### src/verilog/rcsr_pkg.sv
// Package of constants for the reset-cause status register block
// Functional notes
// - A trap-conflict reset sets bit 15; a software write can also set it.
// - An illegal opcode, illegal address mode or uninitialised pointer reset sets bit 14.
// - Bits 13 down to 10 always read as zero.
// - A configuration-mismatch reset sets bit 9.
// - Bit 8 set keeps the regulator active in Sleep; clear puts it in standby during Sleep.
// - A master-clear pin reset sets bit 7.
// - Execution of a reset instruction sets bit 6.
// - Bit 5 is the software watchdog enable: one enables, zero disables.
// - With the watchdog fuse enable at one the watchdog is always on, ignoring bit 5.
// - A watchdog time-out sets bit 4.
// - Having been in Sleep sets bit 3.
// - Having been in Idle sets bit 2.
// - Software can set and clear every flag, and a set by software causes no reset.
package rcsr_pkg;
    // ****************************************
    // Register map
    // ****************************************
    localparam logic [3:0] ADDR_STATUS = 4'h0;
    localparam logic [3:0] ADDR_IRQ_ST = 4'h4;
    localparam logic [3:0] ADDR_IRQ_MSK = 4'h8;
    // ****************************************
    // Field positions
    // ****************************************
    localparam int BIT_TRAP = 15;
    localparam int BIT_IOP = 14;
    localparam int BIT_CM = 9;
    localparam int BIT_VREG = 8;
    localparam int BIT_PIN = 7;
    localparam int BIT_INSTR = 6;
    localparam int BIT_WDEN = 5;
    localparam int BIT_WATCHDOG_TIMEOUT_FLAG = 4;
    localparam int BIT_SLEEP = 3;
    localparam int BIT_IDLE = 2;
    localparam int BIT_BOR = 1;
    localparam int BIT_POR = 0;
    // Writable bits: all except the unimplemented 13..10
    localparam logic [15:0] WR_MASK = 16'hC3FF;
    // Value after power-on: power-on and brown-out flags set
    localparam logic [15:0] POR_VALUE = 16'h0003;
    // Bits that hardware events set
    localparam logic [15:0] EVT_MASK = 16'hC2DF;
    localparam logic [1:0] RESP_OKAY = 2'h0;
    localparam logic [1:0] RESP_SLVERR = 2'h2;
endpackage

### src/verilog/rcsr_top.sv
// Reset-cause status register with AXI4-Lite access and event interrupt
//
// Chosen here: the address map and the AXI4-Lite slave port.
`timescale 1ns/1ps
module rcsr_top (
    input  wire logic        aclk,
    input  wire logic        aresetn,
    input  wire logic        clk_en,
    input  wire logic        por_n,
    input  wire logic        evt_trap,
    input  wire logic        evt_illegal_op,
    input  wire logic        evt_config_mismatch,
    input  wire logic        evt_master_clear_pin,
    input  wire logic        evt_reset_instr,
    input  wire logic        evt_wdt_timeout,
    input  wire logic        evt_sleep,
    input  wire logic        evt_idle,
    input  wire logic        evt_brownout,
    input  wire logic        watchdog_fuse_enable,
    output logic             watchdog_enable,
    output logic             regulator_sleep_active,
    output logic             irq,
    input  wire logic [3:0]  s_axi_awaddr,
    input  wire logic        s_axi_awvalid,
    output logic             s_axi_awready,
    input  wire logic [31:0] s_axi_wdata,
    input  wire logic [3:0]  s_axi_wstrb,
    input  wire logic        s_axi_wvalid,
    output logic             s_axi_wready,
    output logic [1:0]       s_axi_bresp,
    output logic             s_axi_bvalid,
    input  wire logic        s_axi_bready,
    input  wire logic [3:0]  s_axi_araddr,
    input  wire logic        s_axi_arvalid,
    output logic             s_axi_arready,
    output logic [31:0]      s_axi_rdata,
    output logic [1:0]       s_axi_rresp,
    output logic             s_axi_rvalid,
    input  wire logic        s_axi_rready
);
    // ****************************************
    // Event synchronisers
    // ****************************************
    // Events arrive from other reset/power logic, so each passes two flops
    logic [8:0]  evt_meta_q;
    logic [8:0]  evt_sync_q;
    logic [8:0]  evt_prev_q;
    logic [8:0]  evt_raw;
    logic [8:0]  evt_pulse;
    logic [15:0] evt_bits;
    logic [1:0]  fuse_meta_q;
    logic        fuse_q;

    // One lane per event source, no spare lane left constant
    assign evt_raw = {evt_trap, evt_illegal_op, evt_config_mismatch, evt_master_clear_pin,
                      evt_reset_instr, evt_wdt_timeout, evt_sleep, evt_idle,
                      evt_brownout};

    always_ff @(posedge aclk) begin
        if (!aresetn) begin
            evt_meta_q <= 9'h000;
            evt_sync_q <= 9'h000;
            evt_prev_q <= 9'h000;
            fuse_meta_q <= 2'h0;
            fuse_q <= 1'b0;
        end else if (clk_en) begin
            evt_meta_q <= evt_raw;
            evt_sync_q <= evt_meta_q;
            evt_prev_q <= evt_sync_q;
            fuse_meta_q <= {fuse_meta_q[0], watchdog_fuse_enable};
            fuse_q <= fuse_meta_q[1];
        end
    end

    // Rising edges only, so a held event line sets its flag once
    assign evt_pulse = evt_sync_q & ~evt_prev_q;

    // Map pulses onto status bit positions
    always_comb begin
        evt_bits = 16'h0000;
        evt_bits[rcsr_pkg::BIT_TRAP] = evt_pulse[8];
        evt_bits[rcsr_pkg::BIT_IOP] = evt_pulse[7];
        evt_bits[rcsr_pkg::BIT_CM] = evt_pulse[6];
        evt_bits[rcsr_pkg::BIT_PIN] = evt_pulse[5];
        evt_bits[rcsr_pkg::BIT_INSTR] = evt_pulse[4];
        evt_bits[rcsr_pkg::BIT_WATCHDOG_TIMEOUT_FLAG] = evt_pulse[3];
        evt_bits[rcsr_pkg::BIT_SLEEP] = evt_pulse[2];
        evt_bits[rcsr_pkg::BIT_IDLE] = evt_pulse[1];
        evt_bits[rcsr_pkg::BIT_BOR] = evt_pulse[0];
    end

    // ****************************************
    // AXI4-Lite write path
    // ****************************************
    logic        aw_held_q;
    logic [3:0]  aw_addr_q;
    logic        w_held_q;
    logic [31:0] w_data_q;
    logic [3:0]  w_strb_q;
    logic        wr_fire;

    // Readies drop while frozen, so no beat sees a handshake it cannot complete
    assign s_axi_awready = clk_en && !aw_held_q && !s_axi_bvalid;
    assign s_axi_wready = clk_en && !w_held_q && !s_axi_bvalid;
    assign wr_fire = clk_en && aw_held_q && w_held_q && !s_axi_bvalid;

    // Address and data are taken in either order, then the write commits
    always_ff @(posedge aclk) begin
        if (!aresetn) begin
            aw_held_q <= 1'b0;
            aw_addr_q <= 4'h0;
            w_held_q <= 1'b0;
            w_data_q <= 32'h00000000;
            w_strb_q <= 4'h0;
        end else if (clk_en) begin
            if (s_axi_awvalid && s_axi_awready) begin
                aw_held_q <= 1'b1;
                aw_addr_q <= s_axi_awaddr;
            end else if (wr_fire) begin
                aw_held_q <= 1'b0;
            end
            if (s_axi_wvalid && s_axi_wready) begin
                w_held_q <= 1'b1;
                w_data_q <= s_axi_wdata;
                w_strb_q <= s_axi_wstrb;
            end else if (wr_fire) begin
                w_held_q <= 1'b0;
            end
        end
    end

    // Response follows the commit by one edge
    always_ff @(posedge aclk) begin
        if (!aresetn) begin
            s_axi_bvalid <= 1'b0;
            s_axi_bresp <= rcsr_pkg::RESP_OKAY;
        end else if (clk_en) begin
            if (wr_fire) begin
                s_axi_bvalid <= 1'b1;
                s_axi_bresp <= (addr_ok(aw_addr_q)) ? rcsr_pkg::RESP_OKAY
                                                    : rcsr_pkg::RESP_SLVERR;
            end else if (s_axi_bready) begin
                s_axi_bvalid <= 1'b0;
            end
        end
    end

    // Merge bytes of a write into a 16-bit register under the strobes
    function automatic logic [15:0] merge16(input logic [15:0] old_v,
                                            input logic [31:0] data,
                                            input logic [3:0]  strb);
        logic [15:0] v;
        v = old_v;
        if (strb[0]) v[7:0] = data[7:0];
        if (strb[1]) v[15:8] = data[15:8];
        return v;
    endfunction

    // Decode of the three mapped words
    function automatic logic addr_ok(input logic [3:0] a);
        return (a[3:2] != 2'h3) && (a[1:0] == 2'h0);
    endfunction

    // ****************************************
    // Reset cause status register
    // ****************************************
    logic [15:0] status_q;
    logic [15:0] status_wr;
    logic        status_we;
    logic        por_seen_q;

    assign status_we = wr_fire && (aw_addr_q == rcsr_pkg::ADDR_STATUS);
    assign status_wr = merge16(status_q, w_data_q, w_strb_q) & rcsr_pkg::WR_MASK;

    // The power-on seed is caught on the first clocked edge after power-on;
    // ordinary aresetn does not touch the register so causes survive it
    always_ff @(posedge aclk) begin
        if (!por_n) begin
            status_q <= rcsr_pkg::POR_VALUE;
            por_seen_q <= 1'b1;
        end else if (clk_en) begin
            por_seen_q <= 1'b0;
            // Software write first, hardware events OR on top so a set wins
            if (status_we) begin
                status_q <= status_wr | evt_bits;
            end else begin
                status_q <= status_q | evt_bits;
            end
        end
    end

    // Watchdog runs when the fuse forces it or software enables it
    assign watchdog_enable = fuse_q | status_q[rcsr_pkg::BIT_WDEN];
    assign regulator_sleep_active = status_q[rcsr_pkg::BIT_VREG];

    // ****************************************
    // Interrupt status and mask
    // ****************************************
    logic [15:0] irq_st_q;
    logic [15:0] irq_msk_q;
    logic        rd_status_clr;
    logic        ar_fire;

    assign ar_fire = clk_en && s_axi_arvalid && s_axi_arready;
    assign rd_status_clr = ar_fire && (s_axi_araddr == rcsr_pkg::ADDR_IRQ_ST);

    // Read clears the sticky bits, a new event in the same cycle survives
    always_ff @(posedge aclk) begin
        if (!aresetn) begin
            irq_st_q <= 16'h0000;
        end else if (clk_en) begin
            irq_st_q <= (rd_status_clr ? 16'h0000 : irq_st_q)
                        | ((evt_bits | {15'h0000, por_seen_q}) & rcsr_pkg::EVT_MASK);
        end
    end

    always_ff @(posedge aclk) begin
        if (!aresetn) begin
            irq_msk_q <= 16'h0000;
        end else if (clk_en && wr_fire && (aw_addr_q == rcsr_pkg::ADDR_IRQ_MSK)) begin
            irq_msk_q <= merge16(irq_msk_q, w_data_q, w_strb_q) & rcsr_pkg::EVT_MASK;
        end
    end

    // Level interrupt while any unmasked event bit stands
    always_ff @(posedge aclk) begin
        if (!aresetn) begin
            irq <= 1'b0;
        end else if (clk_en) begin
            irq <= |(irq_st_q & irq_msk_q);
        end
    end

    // ****************************************
    // AXI4-Lite read path
    // ****************************************
    assign s_axi_arready = clk_en && !s_axi_rvalid;

    // Data registered one edge after the address is taken
    always_ff @(posedge aclk) begin
        if (!aresetn) begin
            s_axi_rvalid <= 1'b0;
            s_axi_rdata <= 32'h00000000;
            s_axi_rresp <= rcsr_pkg::RESP_OKAY;
        end else if (clk_en) begin
            if (ar_fire) begin
                s_axi_rvalid <= 1'b1;
                s_axi_rresp <= rcsr_pkg::RESP_OKAY;
                case (s_axi_araddr)
                    rcsr_pkg::ADDR_STATUS: s_axi_rdata <= {16'h0000, status_q};
                    rcsr_pkg::ADDR_IRQ_ST: s_axi_rdata <= {16'h0000, irq_st_q};
                    rcsr_pkg::ADDR_IRQ_MSK: s_axi_rdata <= {16'h0000, irq_msk_q};
                    default: begin
                        s_axi_rdata <= 32'h00000000;
                        s_axi_rresp <= rcsr_pkg::RESP_SLVERR;
                    end
                endcase
            end else if (s_axi_rready) begin
                s_axi_rvalid <= 1'b0;
            end
        end
    end
endmodule

### config.mk
export PLATFORM = sky130hd
export DESIGN_NAME = rcsr_top
export DESIGN_NICKNAME = d
export VERILOG_FILES = /design/src/verilog/rcsr_pkg.sv /design/src/verilog/rcsr_top.sv
export SDC_FILE = /design/constraint.sdc
export NUM_CORES = 1
export LEC_CHECK = 0
export CELL_PAD_IN_SITES_DETAIL_PLACEMENT = 1
export CELL_PAD_IN_SITES_GLOBAL_PLACEMENT = 1
export CORE_MARGIN = 2
export CORE_UTILIZATION = 45
export CTS_BUF_LIST = sky130_fd_sc_hd__clkbuf_4 sky130_fd_sc_hd__clkbuf_8
export CTS_CLUSTER_DIAMETER = 30
export DETAILED_ROUTE_END_ITERATION = 10
export DONT_BUFFER_PORTS = 1
export GPL_ROUTABILITY_DRIVEN = 0
export GPL_TIMING_DRIVEN = 0
export PLACE_DENSITY_LB_ADDON = 0.1
export SYNTH_ARGS = -nofsm -noshare
export SYNTH_HDL_FRONTEND = slang
export SYNTH_SLANG_ARGS = --single-unit
export TNS_END_PERCENT = 1
### constraint.sdc
create_clock -name aclk -period 3.3 [get_ports aclk]
set_clock_uncertainty 0.1 [all_clocks]
set_input_delay 0.33 -clock aclk [delete_from_list [all_inputs] [get_ports aclk]]
set_output_delay 0.33 -clock aclk [all_outputs]
set_load 0.01 [all_outputs]
# [Word level (Yosys, flattened, before mapping)]
# Index checks and enable logic that the tools add are counted.
# W data, S select, Z words.
[totals] reg_bits=136 wordCells=87
[classes] bitwise=8 eq_ne=4 n_reduce_logical=40 mux=14
[op_table] operator="$or A16 B16 Y16" count=3
[op_table] operator="$pmux W16 S3" count=1
[op_table] operator="$mux W16" count=2
[op_table] operator="$reduce_and A2 Y1" count=10
[op_table] operator="$logic_and A1 B1 Y1" count=17
[op_table] operator="$and A16 B16 Y16" count=1
[op_table] operator="$mux W8" count=2
[op_table] operator="$or A16 B1 Y16" count=1
[op_table] operator="$reduce_or A16 Y1" count=1
[op_table] operator="$and A9 B9 Y9" count=1
[op_table] operator="$not A9 Y9" count=1
[op_table] operator="$eq A4 B4 Y1 const B" count=2
[op_table] operator="$logic_not A4 Y1" count=2
[op_table] operator="$reduce_bool A2 Y1" count=4
[op_table] operator="$mux W1" count=7
[op_table] operator="$eq A4 B3 Y1 const B" count=1
[op_table] operator="$logic_not A1 Y1" count=4
[op_table] operator="$mux W2" count=2
[op_table] operator="$reduce_or A3 Y1" count=1
[op_table] operator="$logic_not A2 Y1" count=1
[op_table] operator="$ne A2 B2 Y1 const B" count=1
[op_table] operator="$or A1 B1 Y1" count=1

# [Logic depth before layout (Yosys ltp)]
[depth] ltp_word=6 ltp_mapped=6 mapped_depth_nobuf=3

# [Least setup slack after synthesis]
# No wires, ideal clock.
[synth_timing] path_type="input to output" from="input clk_en" to="output s_axi_awready" required_time_ns=2.870 path_slack_ns=1.698 t_arrival_ns=1.172 path_stages=5 cell_sequence="buf_2 -> clkbuf_1 -> buf_2 -> nand2b_1 -> nor2_1"
[synth_via] elab_chain_len=2
[synth_rtl] element="from (decl)" line="rcsr_top.sv:8" text="input wire logic clk_en,"
[synth_rtl] element="$logic_and A1 B1 Y1 (2 in a row)" line="rcsr_top.sv:103" text="assign s_axi_awready = clk_en && !aw_held_q && !s_axi_bvalid;"
[synth_rtl] element="to (decl)" line="rcsr_top.sv:25" text="output logic s_axi_awready,"
# Every way passes these cells.

# [Final worst setup path]
[layout_timing] from="input clk_en" to="output s_axi_wready"
[layout_via] elab_chain_len=2
[layout_rtl] element="$logic_and A1 B1 Y1 (2 in a row)" line="rcsr_top.sv:104" text="assign s_axi_wready = clk_en && !w_held_q && !s_axi_bvalid;"
[layout_rtl] element="to (decl)" line="rcsr_top.sv:29" text="output logic s_axi_wready,"
# Every way passes these cells.

==> metrics <==
final instance area=5080 um^2; status=completed; final hold violation count=0; Area Growth Syn to Fin=15.1%; CTS Buffer Depth=2; Setup TNS=0 ps; worst hold path class=in -> reg; Num CTS Buffers=9; HPWL after DPL=slightly above 9000 um; global-route wire length before repair=between 15,000 and 20,000 um; layout cells sized above 1=0.141; I/O pins=around 110; crit path max fanout=10; Die Span X=103 um; DR DRC count=0; initial antenna violation count=0; Worst EP arrival=1670 ps; syn avg cell area=approximately 9.4 um^2; Final nets=a little under 600; Netlist Area Pre-Place=4410 um^2; Core Region=between 9000 and 10,000 um^2; drt initial violations=approximately 190; cells after synthesis=470; clk_lat worst skew=between 300 and 400 ps; Vias/cell=5.68; fin crit period=~2100 ps; Worst Tran Pin Value=roughly 1000 ps; Seq/Total Area, Yosys=0.458; Num Clock Sinks=a little over 100; H-tree depth=3; top_reg_cell synth=dfxtp_1; RSZ-0062 raised after global routing=false; static leakage=roughly 1.9 nW; CP startpoint kind=input port; grt total ovfl=0; r2r setup slk=between 1000 and 1500 ps; period utilization=0.636; drt total wl=between 10,000 and 15,000 um; Yosys cell types=47; Wirelength per Cell=19.3 um; # port buffers=0; final slew viol count=0; Reg clk slew, reported paths=approximately 100 ps; post-synthesis async set-or-reset flop share=0; # Max-Cap Violations=0; largest net degree at the start of global routing=17; number of global-route vias before repair=between 3k and 4k; clock root cell=clkbuf_8; Final Util=0.527; n_diodes=0; Die H=around 100 um; setup violators final=0; number of flops mapped to enable cells by yosys=0; worst r2r dst=irq_msk_q[15]$_SDFFE_PN0P_; worst hold stages=2; YS warnings=0; maximum VDD drop=a little over 0.2 mV; R2R Path Start=aw_addr_q[3]$_SDFFE_PN0P_; DR vias=around 3.7k; cell taking the most area after synthesis=dfxtp_1; Setup Crit Path Kind=in -> out; register bit count reported by yosys=101; Reg2Reg Depth=3; DRT antenna net count=0; # rows=36; CTS tree=done; Max-slew headroom=0.319; Critical Path Sink Type=output port; most frequent cell after synthesis=dfxtp_1; Commonest cells post-synth=dfxtp_1, nand2_1, a21oi_1, nor2_1, mux2i_1; synth top area cells=dfxtp_1, mux2i_1, a21oi_1, nand2_1, buf_4; Required @ worst endpoint=2870 ps; initial core utilization=0.458; WHS Endpoint=evt_meta_q[2]$_SDFFE_PN0P_; DR pass1 iterations=5; Die Footprint=~11,000 um^2; PwrDens=approximately 480 nW/um^2; DP Area=~4600 um^2; Filler cells=between 1k and 1.5k; post-synth top area share=0.458; total track usage=0.246; Worst Hold Launch=evt_sleep; Max Clk Rate=0.477 GHz
## area by class of cell
| class | instances | area (um^2) | area share |
|---|---|---|---|
| clock inverters | 5 | 81.3 | 0.0160 |
| flip-flops and latches | 101 | 2020 | 0.398 |
| plain buffers | 56 | 332 | 0.0653 |
| inverters | 5 | 18.8 | 0.00370 |
| well taps | 133 | 166 | 0.0328 |
| clock buffers | 11 | 145 | 0.0286 |
| multi-input cells | 325 | 2100 | 0.414 |
| repair buffers | 21 | 210 | 0.0414 |
## kinds of logic after synthesis
family,count (synthesis),share of synthesized area
buffers and inverters,61,0.0794
flip-flops,101,0.458
other,1,0.000850
multiplexers,34,0.0771
AO/OA/AOI/OAI,121,0.199
AND/OR/NAND/NOR,152,0.185
## worst max-delay path: stages
cell      delay (ps)
buf_2            200
clkbuf_1         410
buf_2            380
nand2b_1         140
nor2_1           200
## where the power goes
part	internal, mW	leakage, nW	switching, mW	total (mW)
clock	0.458	0.113	0.441	0.899
sequential	1.25	0.821	0.0316	1.29
combinational	0.0941	0.978	0.144	0.238
## stage by stage
step / std cells / power [mW] / hold slack, ps / worst slack, ps
6_report: 657 / 2.42 / 4.32 / 1200
4_1_cts: 657 / 2.44 / 2.25 / 1190
3_3_place_gp: 620 / 1.52 / 305 / 1190
3_5_place_dp: 620 / 1.53 / 319 / 1190
5_1_grt: 657 / 2.51 / 5.18 / 1060
2_1_floorplan: 487 / 1.47 / 304 / 1700
## cells in the final DEF (no fill, tap or decap), types with 9 or more instances in the layout
| master | n |
|---|---|
| a21oi_1 | 43 |
| a222oi_1 | 11 |
| a31oi_1 | 10 |
| and3_1 | 10 |
| buf_2 | 13 |
| buf_4 | 22 |
| clkbuf_1 | 16 |
| clkbuf_8 | 10 |
| conb_1 | 18 |
| dfxtp_1 | 101 |
| dlygate4sd3_1 | 21 |
| mux2i_1 | 34 |
| nand2_1 | 56 |
| nand4_1 | 14 |
| nor2_1 | 40 |
| o31ai_1 | 12 |
| o31ai_2 | 9 |
## worst max-delay path by stage
stage               startpoint       endpoint  slack [ps]
finish                  clk_en   s_axi_wready        1200
global route            clk_en   s_axi_wready        1060
CTS                     clk_en   s_axi_wready        1190
detailed placement      clk_en   s_axi_wready        1190
global placement        clk_en  s_axi_awready        1190
floorplan               clk_en  s_axi_awready        1700
## what timing repair did
| item | in CTS | in global routing |
|---|---|---|
| hold buffers | 21 | 0 |
| resized for setup | 0 | 0 |
| hold endpoints to repair | 23 | 0 |
| buffers inserted | 0 | 0 |
## layer usage
| layer | routed length, um | vias up | part of all wire | GRT usage |
|---|---|---|---|---|
| li1 | - | 1777 | - | - |
| met1 | 5710 | 1832 | 0.45 | 0.328 |
| met2 | 6030 | 109 | 0.47 | 0.404 |
| met3 | 752 | 15 | 0.059 | 0.0441 |
| met4 | 221 | 0 | 0.017 | 0.0840 |
| met5 | 0 | - | 0 | 0 |
## sequential cells by signal, indices dropped and copies added (netlist names), 2 cells and up
signal / flops
s_axi_rdata: 13
w_strb_q: 2
irq_st_q: 10
evt_prev_q: 9
status_q: 12
irq_msk_q: 10
evt_meta_q: 9
aw_addr_q: 4
w_data_q: 12
evt_sync_q: 9
fuse_meta_q: 2
Power figures use the tool's default switching activity.
